===== src/rtl/exc_pkg.sv =====
// constants, field layouts and state type shared by the exception vectoring unit
package exc_pkg;
  // ****************************************
  // vector table geometry
  // ****************************************
  localparam int          VEC_TABLE_BYTES = 1024;
  localparam int          VEC_COUNT       = 256;
  localparam int          CPU_VECTORS     = 64;
  localparam int          USER_VECTORS    = 192;
  localparam logic [31:0] RESET_SP_OFFSET = 32'h0000_0000;
  localparam logic [31:0] RESET_PC_OFFSET = 32'h0000_0004;

  // ****************************************
  // vector numbers
  // ****************************************
  localparam logic [7:0] VEC_BUS_ERR    = 8'h02;
  localparam logic [7:0] VEC_ADDR_ERR   = 8'h03;
  localparam logic [7:0] VEC_ILLEGAL    = 8'h04;
  localparam logic [7:0] VEC_ZERO_DIV   = 8'h05;
  localparam logic [7:0] VEC_BOUNDS     = 8'h06;
  localparam logic [7:0] VEC_COND_TRAP  = 8'h07;
  localparam logic [7:0] VEC_PRIV       = 8'h08;
  localparam logic [7:0] VEC_TRACE      = 8'h09;
  localparam logic [7:0] VEC_LINE_A     = 8'h0A;
  localparam logic [7:0] VEC_LINE_F     = 8'h0B;
  localparam logic [7:0] VEC_BREAKPOINT = 8'h0C;
  localparam logic [7:0] VEC_COPRO_PROT = 8'h0D;
  localparam logic [7:0] VEC_FORMAT_ERR = 8'h0E;
  localparam logic [7:0] VEC_UNINIT_INT = 8'h0F;
  localparam logic [7:0] VEC_SPURIOUS   = 8'h18;
  localparam logic [7:0] VEC_AUTO_BASE  = 8'h18;
  localparam logic [7:0] VEC_TRAP_BASE  = 8'h20;
  localparam logic [7:0] VEC_COPRO_LO   = 8'h30;
  localparam logic [7:0] VEC_COPRO_HI   = 8'h3A;
  localparam logic [7:0] VEC_USER_LO    = 8'h40;

  // ****************************************
  // pending cause indices, lowest index wins
  // ****************************************
  localparam int NUM_CAUSES  = 13;
  localparam int C_BUS_ERR   = 0;
  localparam int C_ADDR_ERR  = 1;
  localparam int C_ILLEGAL   = 2;
  localparam int C_ZERO_DIV  = 3;
  localparam int C_BOUNDS    = 4;
  localparam int C_COND_TRAP = 5;
  localparam int C_PRIV      = 6;
  localparam int C_TRACE     = 7;
  localparam int C_LINE_A    = 8;
  localparam int C_LINE_F    = 9;
  localparam int C_BREAKPOINT_INSTRUCTION      = 10;
  localparam int C_FORMAT    = 11;
  localparam int C_TRAP      = 12;

  // ****************************************
  // address spaces, status word fields
  // ****************************************
  localparam logic [3:0] SPACE_SUP_DATA = 4'h5;
  localparam logic [3:0] SPACE_SUP_PROG = 4'h6;
  localparam logic [3:0] SPACE_CPU      = 4'hF;
  localparam int         SR_T1_BIT      = 15;
  localparam int         SR_T0_BIT      = 14;
  localparam int         SR_S_BIT       = 13;
  localparam int         SR_MASK_LSB    = 8;
  localparam logic [2:0] MASK_RESET     = 3'h7;
  localparam logic [2:0] LEVEL_NMI      = 3'h7;

  // ****************************************
  // register map
  // ****************************************
  localparam logic [11:0] ADDR_VBR    = 12'h000;
  localparam logic [11:0] ADDR_STATUS = 12'h004;
  localparam logic [11:0] ADDR_SSP    = 12'h008;
  localparam logic [31:0] VBR_RESET   = 32'h0000_0000;
  localparam logic [31:0] SSP_RESET   = 32'h0000_0000;
  localparam int          STAT_BUSY   = 8;
  localparam int          STAT_STOP   = 9;
  localparam int          STAT_PEND   = 16;

  typedef enum logic [2:0] {
    ST_RST_SP, ST_RST_PC, ST_IDLE, ST_IACK, ST_PUSH_PC, ST_PUSH_SR, ST_FETCH
  } exc_state_type;
endpackage


===== src/rtl/cpu_exception_vectoring.sv =====
// exception vectoring unit: causes, state change, vector number, stack frame, vector fetch
//
// Overview of operation
// - vector table is 1024 bytes, 256 entries, based at vector_table_base.
// - first 64 vectors processor defined, remaining 192 for user interrupts.
// - each entry one long word; reset entry is stack pointer then program counter.
// - reset entries read from supervisor program space, all others supervisor data.
// - only reset entries fixed; afterwards table follows the software base register.
// - reset uses vector 0 at 000 for stack, vector 1 at 004 for pc.
// - vector 13 and vectors 48 to 58 reserved for coprocessor.
// - vectors 14 and 15 used for format error and uninitialized interrupt; the code only makes 14, never 15.
// - autovectored levels 1 to 7 map to vectors 25 to 31.
// - software exception variants 0 to 15 map to vectors 32 to 47.
// - vectors 64 to 255 serve externally supplied interrupt vector numbers.
// - vector numbers are 8 bits, from a peripheral or generated inside.
// - vector address is base register plus vector number times four.
// - trap, bounds, overflow, return, breakpoint, divide instructions raise exceptions.
// - illegal opcode, odd fetch, odd operand access, privilege violation raise exceptions.
// - copy status word, then set supervisor bit and clear both trace bits.
// - reset and interrupt exceptions also update the interrupt priority mask.
// - interrupt vector read by acknowledge cycle in cpu space F.
// - non-interrupt exceptions get their vector internally, no bus cycle.
// - push frame with saved status word and program counter on supervisor stack.
// - load fetched vector into program counter, then take next pending exception.
// - leave halt only on interrupt at or above set level; exceptions end loop mode.
//
// Added by the designer: the register addresses and the APB slave port.
`timescale 1ns/1ps
module cpu_exception_vectoring #(
  parameter int CAUSES = exc_pkg::NUM_CAUSES
) (
  input  wire logic        pclk,
  input  wire logic        presetn,
  input  wire logic        psel,
  input  wire logic        penable,
  input  wire logic        pwrite,
  input  wire logic [11:0] paddr,
  input  wire logic [31:0] pwdata,
  output logic      [31:0] prdata,
  output logic             pready,
  output logic             pslverr,
  input  wire logic [12:0] cause_pulse,
  input  wire logic [3:0]  trap_variant,
  input  wire logic [2:0]  irq_level,
  input  wire logic        low_power_halt_instruction,
  input  wire logic [2:0]  halt_wake_level,
  input  wire logic [15:0] sr_in,
  input  wire logic [31:0] pc_in,
  output logic      [15:0] sr_out,
  output logic             sr_load,
  output logic      [31:0] pc_out,
  output logic             pc_load,
  output logic             loop_exit,
  output logic             halted,
  output logic             mem_req,
  output logic             mem_we,
  output logic      [3:0]  mem_space,
  output logic      [31:0] mem_addr,
  output logic      [31:0] mem_wdata,
  input  wire logic        mem_ack,
  input  wire logic        mem_err,
  input  wire logic        mem_avec,
  input  wire logic [31:0] mem_rdata
);
  // ****************************************
  // state
  // ****************************************
  exc_pkg::exc_state_type state_r;
  logic [31:0]       vector_table_base_r;
  logic [31:0]       ssp_r;
  logic [CAUSES-1:0] pend_r;
  logic [CAUSES-1:0] pend_clr;
  logic [3:0]        trap_num_r;
  logic [7:0]        vec_r;
  logic [15:0]       sr_copy_r;
  logic [31:0]       pc_copy_r;
  logic [2:0]        irq_lvl_r;
  logic [2:0]        wake_lvl_r;
  logic [7:0]        take_vec;
  logic              take_any;
  logic              irq_take;
  logic [15:0]       sr_nxt;
  logic [31:0]       vec_addr;
  logic              apb_wr;
  logic              apb_setup;

  assign apb_setup = psel & ~penable;
  assign apb_wr    = psel & penable & pready & pwrite;

  // ****************************************
  // register bus slave
  // ****************************************
  // one wait-free access: ready rises in the access cycle, read data latched at setup
  always_ff @(posedge pclk or negedge presetn) begin
    if (!presetn) begin
      pready  <= 1'b0;
      pslverr <= 1'b0;
      prdata  <= 32'h0000_0000;
    end else begin
      pready  <= apb_setup;
      pslverr <= 1'b0;
      if (apb_setup) begin
        case (paddr)
          exc_pkg::ADDR_VBR: prdata <= vector_table_base_r;
          exc_pkg::ADDR_SSP: prdata <= ssp_r;
          exc_pkg::ADDR_STATUS: begin
            prdata <= 32'h0000_0000;
            prdata[7:0] <= vec_r;
            prdata[exc_pkg::STAT_BUSY] <= (state_r != exc_pkg::ST_IDLE);
            prdata[exc_pkg::STAT_STOP] <= halted;
            prdata[exc_pkg::STAT_PEND +: CAUSES] <= pend_r;
          end
          default: begin
            prdata  <= 32'h0000_0000;
            pslverr <= 1'b1; // unmapped offset
          end
        endcase
      end
    end
  end

  // base register: software may move the table at any time, even per task
  always_ff @(posedge pclk or negedge presetn) begin
    if (!presetn) begin
      vector_table_base_r <= exc_pkg::VBR_RESET;
    end else if (apb_wr && paddr == exc_pkg::ADDR_VBR) begin
      vector_table_base_r <= pwdata;
    end
  end

  // ****************************************
  // pending causes
  // ****************************************
  // one sticky bit per cause; a new pulse in the clearing cycle is kept
  genvar g;
  generate
    for (g = 0; g < CAUSES; g++) begin : g_pend
      always_ff @(posedge pclk or negedge presetn) begin
        if (!presetn) begin
          pend_r[g] <= 1'b0;
        end else if (cause_pulse[g]) begin
          pend_r[g] <= 1'b1;
        end else if (pend_clr[g]) begin
          pend_r[g] <= 1'b0;
        end
      end
    end
  endgenerate

  // trap variant is caught with its pulse
  always_ff @(posedge pclk or negedge presetn) begin
    if (!presetn) begin
      trap_num_r <= 4'h0;
    end else if (cause_pulse[exc_pkg::C_TRAP]) begin
      trap_num_r <= trap_variant;
    end
  end

  // fixed priority pick, lowest index first; vector number made internally
  always_comb begin
    take_any = 1'b0;
    take_vec = 8'h00;
    pend_clr = '0;
    for (int i = CAUSES - 1; i >= 0; i--) begin
      if (pend_r[i]) begin
        take_any = 1'b1;
        pend_clr = '0;
        pend_clr[i] = 1'b1;
        case (i)
          exc_pkg::C_BUS_ERR:   take_vec = exc_pkg::VEC_BUS_ERR;
          exc_pkg::C_ADDR_ERR:  take_vec = exc_pkg::VEC_ADDR_ERR;
          exc_pkg::C_ILLEGAL:   take_vec = exc_pkg::VEC_ILLEGAL;
          exc_pkg::C_ZERO_DIV:  take_vec = exc_pkg::VEC_ZERO_DIV;
          exc_pkg::C_BOUNDS:    take_vec = exc_pkg::VEC_BOUNDS;
          exc_pkg::C_COND_TRAP: take_vec = exc_pkg::VEC_COND_TRAP;
          exc_pkg::C_PRIV:      take_vec = exc_pkg::VEC_PRIV;
          exc_pkg::C_TRACE:     take_vec = exc_pkg::VEC_TRACE;
          exc_pkg::C_LINE_A:    take_vec = exc_pkg::VEC_LINE_A;
          exc_pkg::C_LINE_F:    take_vec = exc_pkg::VEC_LINE_F;
          exc_pkg::C_BREAKPOINT_INSTRUCTION:      take_vec = exc_pkg::VEC_BREAKPOINT;
          exc_pkg::C_FORMAT:    take_vec = exc_pkg::VEC_FORMAT_ERR;
          default:              take_vec = exc_pkg::VEC_TRAP_BASE + {4'h0, trap_num_r};
        endcase
      end
    end
    if (state_r != exc_pkg::ST_IDLE || halted) begin
      pend_clr = '0; // a cause met while halted stays pending until it is served
    end
  end

  // level 7 cannot be masked; others must beat the current mask
  assign irq_take = (irq_level != 3'h0) &&
                    (irq_level > sr_in[exc_pkg::SR_MASK_LSB +: 3] || irq_level == exc_pkg::LEVEL_NMI);

  // new status word: supervisor on, tracing off
  always_comb begin
    sr_nxt = sr_in;
    sr_nxt[exc_pkg::SR_S_BIT]  = 1'b1;
    sr_nxt[exc_pkg::SR_T1_BIT] = 1'b0;
    sr_nxt[exc_pkg::SR_T0_BIT] = 1'b0;
  end

  // table entry address from base and vector number
  assign vec_addr = vector_table_base_r + {22'h000000, vec_r, 2'b00};

  // ****************************************
  // low-power halt
  // ****************************************
  // halt ends on a level at or above the wake level; reset ends it too
  always_ff @(posedge pclk or negedge presetn) begin
    if (!presetn) begin
      halted     <= 1'b0;
      wake_lvl_r <= 3'h7;
    end else if (low_power_halt_instruction && state_r == exc_pkg::ST_IDLE) begin
      halted     <= 1'b1;
      wake_lvl_r <= halt_wake_level;
    end else if (halted && irq_level != 3'h0 && irq_level >= wake_lvl_r) begin
      halted <= 1'b0;
    end
  end

  // ****************************************
  // exception sequencer
  // ****************************************
  // a request stands until acked; the issuing assignment wins over the drop
  always_ff @(posedge pclk or negedge presetn) begin
    if (!presetn) begin
      state_r   <= exc_pkg::ST_RST_SP;
      mem_req   <= 1'b0;
      mem_we    <= 1'b0;
      mem_space <= 4'h0;
      mem_addr  <= 32'h0000_0000;
      mem_wdata <= 32'h0000_0000;
      ssp_r     <= exc_pkg::SSP_RESET;
      vec_r     <= 8'h00;
      sr_copy_r <= 16'h0000;
      pc_copy_r <= 32'h0000_0000;
      irq_lvl_r <= 3'h0;
      sr_out    <= 16'h0000;
      sr_load   <= 1'b0;
      pc_out    <= 32'h0000_0000;
      pc_load   <= 1'b0;
      loop_exit <= 1'b0;
    end else begin
      sr_load   <= 1'b0;
      pc_load   <= 1'b0;
      loop_exit <= 1'b0;
      if (mem_ack) begin
        mem_req <= 1'b0;
      end
      case (state_r)
        exc_pkg::ST_RST_SP: begin
          // reset entries sit at fixed offsets, not behind the base register
          mem_req   <= !mem_ack;
          mem_we    <= 1'b0;
          mem_space <= exc_pkg::SPACE_SUP_PROG;
          mem_addr  <= exc_pkg::RESET_SP_OFFSET;
          if (mem_req && mem_ack) begin
            ssp_r     <= mem_rdata;
            mem_req   <= 1'b1;
            mem_addr  <= exc_pkg::RESET_PC_OFFSET;
            state_r   <= exc_pkg::ST_RST_PC;
          end
        end
        exc_pkg::ST_RST_PC: begin
          if (mem_ack) begin
            pc_out  <= mem_rdata;
            pc_load <= 1'b1;
            sr_out  <= {2'b00, 1'b1, 2'b00, exc_pkg::MASK_RESET, 8'h00};
            sr_load <= 1'b1;
            state_r <= exc_pkg::ST_IDLE;
          end
        end
        exc_pkg::ST_IDLE: begin
          if (apb_wr && paddr == exc_pkg::ADDR_SSP) ssp_r <= pwdata; // only while idle
          if (take_any && !halted) begin
            sr_copy_r <= sr_in;
            pc_copy_r <= pc_in;
            sr_out    <= sr_nxt;
            sr_load   <= 1'b1;
            loop_exit <= 1'b1;
            vec_r     <= take_vec;
            mem_req   <= 1'b1;
            mem_we    <= 1'b1;
            mem_space <= exc_pkg::SPACE_SUP_DATA;
            mem_addr  <= ssp_r - 32'h0000_0004;
            mem_wdata <= pc_in;
            state_r   <= exc_pkg::ST_PUSH_PC;
          end else if (irq_take && !(halted && irq_level < wake_lvl_r)) begin
            sr_copy_r <= sr_in;
            pc_copy_r <= pc_in;
            sr_out    <= sr_nxt;
            sr_out[exc_pkg::SR_MASK_LSB +: 3] <= irq_level;
            sr_load   <= 1'b1;
            loop_exit <= 1'b1;
            irq_lvl_r <= irq_level;
            mem_req   <= 1'b1;
            mem_we    <= 1'b0;
            mem_space <= exc_pkg::SPACE_CPU;
            mem_addr  <= {28'hFFFFFFF, irq_level, 1'b1};
            state_r   <= exc_pkg::ST_IACK;
          end
        end
        exc_pkg::ST_IACK: begin
          if (mem_ack) begin
            // peripheral answers with a number, asks for the autovector, or faults
            if (mem_err) begin
              vec_r <= exc_pkg::VEC_SPURIOUS;
            end else if (mem_avec) begin
              vec_r <= exc_pkg::VEC_AUTO_BASE + {5'h00, irq_lvl_r};
            end else begin
              vec_r <= mem_rdata[7:0];
            end
            mem_req   <= 1'b1;
            mem_we    <= 1'b1;
            mem_space <= exc_pkg::SPACE_SUP_DATA;
            mem_addr  <= ssp_r - 32'h0000_0004;
            mem_wdata <= pc_copy_r;
            state_r   <= exc_pkg::ST_PUSH_PC;
          end
        end
        exc_pkg::ST_PUSH_PC: begin
          if (mem_ack) begin
            ssp_r     <= ssp_r - 32'h0000_0004;
            mem_req   <= 1'b1;
            mem_addr  <= ssp_r - 32'h0000_0008;
            mem_wdata <= {sr_copy_r, 4'h0, 2'b00, vec_r, 2'b00};
            state_r   <= exc_pkg::ST_PUSH_SR;
          end
        end
        exc_pkg::ST_PUSH_SR: begin
          if (mem_ack) begin
            ssp_r     <= ssp_r - 32'h0000_0004;
            mem_req   <= 1'b1;
            mem_we    <= 1'b0;
            mem_space <= exc_pkg::SPACE_SUP_DATA;
            mem_addr  <= vec_addr;
            state_r   <= exc_pkg::ST_FETCH;
          end
        end
        exc_pkg::ST_FETCH: begin
          if (mem_ack) begin
            pc_out  <= mem_rdata;
            pc_load <= 1'b1;
            state_r <= exc_pkg::ST_IDLE;
          end
        end
        default: state_r <= exc_pkg::ST_IDLE;
      endcase
    end
  end
endmodule


===== config.mk =====
export PLATFORM = sky130hd
export DESIGN_NAME = cpu_exception_vectoring
export DESIGN_NICKNAME = d
export VERILOG_FILES = /design/src/rtl/exc_pkg.sv /design/src/rtl/cpu_exception_vectoring.sv
export SDC_FILE = /design/constraint.sdc
export NUM_CORES = 1
export LEC_CHECK = 0
export CORE_UTILIZATION = 60
export DETAILED_ROUTE_END_ITERATION = 6
export DONT_BUFFER_PORTS = 1
export PLACE_DENSITY = 0.76
export SYNTH_ARGS = -nofsm -noshare
export SYNTH_HDL_FRONTEND = slang
export SYNTH_SLANG_ARGS = --single-unit

===== constraint.sdc =====
create_clock -name pclk -period 7.3 [get_ports pclk]
set_clock_uncertainty 0.05 [all_clocks]
set_input_delay 1.095 -clock pclk [delete_from_list [all_inputs] [get_ports pclk]]
set_output_delay 1.095 -clock pclk [all_outputs]
set_load 0.1 [all_outputs]

==> impl_results.md <==
* Status: completed
* IO Port Bufs at 0
* Area of the multi-input gates at 8230 sq um
* Clk slew on worst S/H paths at around 0.060 ns
* Slowest CP cell: nand2b_1
* Pre-CTS WS at roughly 3.1 ns
* Final ANT Viol Nets at 0
* Worst Path Arrival at 4.72 ns
* Clock Tree Root: clkbuf_16
* DRT iter0 DRCs at between 1500 and 2000
* Max frequency at approximately 230 MHz
* Ys async rst share at 100%
* Vias in the first global route at roughly 13000
* Sequential cell area fraction in the yosys report at 46.0%
* Worst-path cell chain: nor4_1 > a41o_1 > nand2_1 > o31ai_4 > buf_4 > nand2b_1 > o21ai_0
* CP Class: reg2reg
* Worst Path Max Fanout at between 40 and 50
* First-pass GRT wire length at 83200 microns
* Cell Int Power at 4.42 mW
* Layout cells sized above 1 at roughly 14%
* Area Growth Syn to Fin at 7.55%
* Seq pwr share at around half
* Sequential cell area at 7510 sq um
* Final min period at 4.36 ns
* Fin nets at 1803
* Yosys warnings at 0
* Clock sink total at 300
* Max-slew violation count at 0
* Die area at about 28000 sq um
* Post_cts resized at 0
* CTS Buf Count at 31
* Post-synth EDFFs at 0
* Synth unique cells at 89
* IO Pins at 312
* Pleak at 7.44 nW
* Clk Latency, worst-skew pair at 0.58 ns
* Die W at 167 microns
* Cell Pwr Density at 550 nW/um^2
* H-tree Lvls at 1
* Final worst slack at 2.94 ns
* Largest stage delay on the critical path at 0.77 ns
* Drt pass-1 iters at 6
* Total GRT Usage at 39.1%
* Worst Hold Slack at around 0.17 ns
* Total power at slightly below 10 mW
* Critical path startpoint category: register
* Commonest cells post-synth: 297 x dfrtp_1, 187 x nand2_1, 125 x nor2_1
* Initial antenna violation count at 1
* Crit share post-route at between 50% and 60%
* Fillcell total at roughly 2200
* Slew HR at 19.2%
* Routability cong. at 0.971
* Switching share of power at 54.3%
* Height of the chip at 167 microns
* Clk buf depth at 3
* Worst-Margin Slew at 1.20 ns
* Hold_buf cts at 0
* Largest vdd supply drop at ~0.00043 V
* Syn_area_per_cell at between 9 and 10 sq um
* Largest net degree at the start of global routing at around 300
* Drc violations at 0
* Routed length per instance at 27.8 microns
* Initial core utilization at a little over 60%
* Area leader, netlist: dfrtp_1
* Final hold viol count at 0
* Synthesized flop and latch total at 300
* Crit. End Element: register
* Core area at 26800 sq um
* Max-cap violations at 0
* Synth area leaders: dfrtp_1 46%, mux2_2 8.0%, nand2_1 4.3%, o21ai_0 3.4%, a21oi_1 3.3%
* Via density at slightly above 7
* Vias at 14200
* CTS tree: built
* Ys flop type: dfrtp_1
* Dpl hpwl at 39600 microns
* Combinational fraction of design power at 31.7%
* Critical path data required time at 7.66 ns
* Final wirelength at 55400 microns
* Top-count cell post-synth: dfrtp_1
* Syn Inst Count at approximately 1700
* Setup repair bufs after CTS at 0
* Clock power frac at between 10% and 20%
* Final setup violation count at 0
* Diodes inserted at 0
* Synthesized area at 16300 sq um
* RSZ-0062 raised after global routing: false
* Row count at 60
* HP Class: in2async
* Share of Yosys cell area claimed by the top area cell type at 45.5%
* GR Overflow Total at 0
* Net Sw Power at approximately 5.2 mW
* Sum Neg Setup Slack at 0 ns
## power by group through the flow
stage          clock network [mW]  registers [mW]  logic [mW]
3_5_place_dp                    0            4.87        2.98
3_3_place_gp                    0            4.85        2.90
2_1_floorplan                   0            4.54        2.37
5_1_grt                      1.79            4.92        3.29
6_report                     1.72            4.88        3.06
4_1_cts                      1.74            4.84        3.00
## through the flow
stage	cells	cell area [sq um]	util, %
final	1993	17600	65.5
after global routing	1993	17600	65.5
after CTS	1993	17600	65.5
after detailed placement	1935	16500	61.4
after global placement	1935	16500	61.4
after floorplan	1706	16300	-
## final cells by class
class | instances | area share, %
sequential | 300 | 42.8
multi-input combinational | 1240 | 46.9
tap | 341 | 2.43
clock inverter | 20 | 1.56
inverter | 33 | 0.705
clock buffer | 38 | 4.74
timing repair buffer | 21 | 0.898
## worst max-delay path: cells and delay by family (launching register included)
kind,cells,cell delay [ns]
AND/OR/NAND/NOR,3,2.01
buffers and inverters,1,0.46
AO/OA/AOI/OAI,3,1.17
flip-flops,1,0.44
## worst paths after layout
path,from,to,slack [ns],cells past startpoint
max in group asynchronous,presetn,mem_addr[31],6.15,0
max,pend_r[9],mem_addr[19],2.94,7
min in group pclk,sr_copy_r[6],sr_copy_r[6],0.46,1
min,presetn,prdata[30],0.17,0
min reg2reg,sr_copy_r[6],sr_copy_r[6],0.46,1
max reg2reg,pend_r[9],mem_addr[19],2.94,7
## state kept, by name (all words and copies together) (netlist names), 8 cells and up
name and cells:
mem_addr 32, mem_wdata 32, pc_copy_r 32, pc_out 32
prdata 32, ssp_r 32, vector_table_base_r 32, sr_copy_r 16
sr_out 14, pend_r 13, vec_r 8
## layer usage
layer  track usage [%]  vias to the layer above  share of wire (%)
met5                 0                        -                  0
met4              8.98                        0                2.3
met3              13.1                       84                 14
met2              56.1                      893                 43
met1              57.2                     7067                 41
li1                  -                     6156                  -
## cells by family (layout without fill, tap and decap cells)
logic type / Yosys count / count (layout) / share of synthesized area, %
AO/OA/AOI/OAI: 486 / 486 / 19.7
flip-flops: 300 / 300 / 46.0
buffers and inverters: 166 / 112 / 4.09
adder cells (fa/ha/maj): 21 / 21 / 1.64
XOR/XNOR: 13 / 13 / 0.697
multiplexers: 167 / 167 / 11.1
other: 1 / 2 / 0.0230
AND/OR/NAND/NOR: 551 / 551 / 16.7
## layout by cell type (no fill, tap or decap), types with 7 or more instances in the layout
cell type,instances
dfrtp_1,297
nand2_1,187
nor2_1,122
mux2_2,116
o21ai_0,110
a21oi_1,108
mux2i_1,51
and3_1,39
a31oi_1,37
nor3_1,35
a22oi_1,33
inv_1,32
clkbuf_16,31
nor4_1,22
buf_4,21
nand3_1,20
a22o_1,20
ha_1,19
o31ai_1,18
or3_1,16
nand2b_1,16
or4_1,16
o21a_1,13
nand4_1,13
a21o_1,13
o211ai_1,13
a32oi_1,12
a211oi_1,11
nor2b_1,10
o22ai_1,9
a221oi_1,9
or2_2,8
a221o_1,8
xnor2_1,8
a211o_1,7
clkinv_2,7
(Power assumes the default switching activity.)
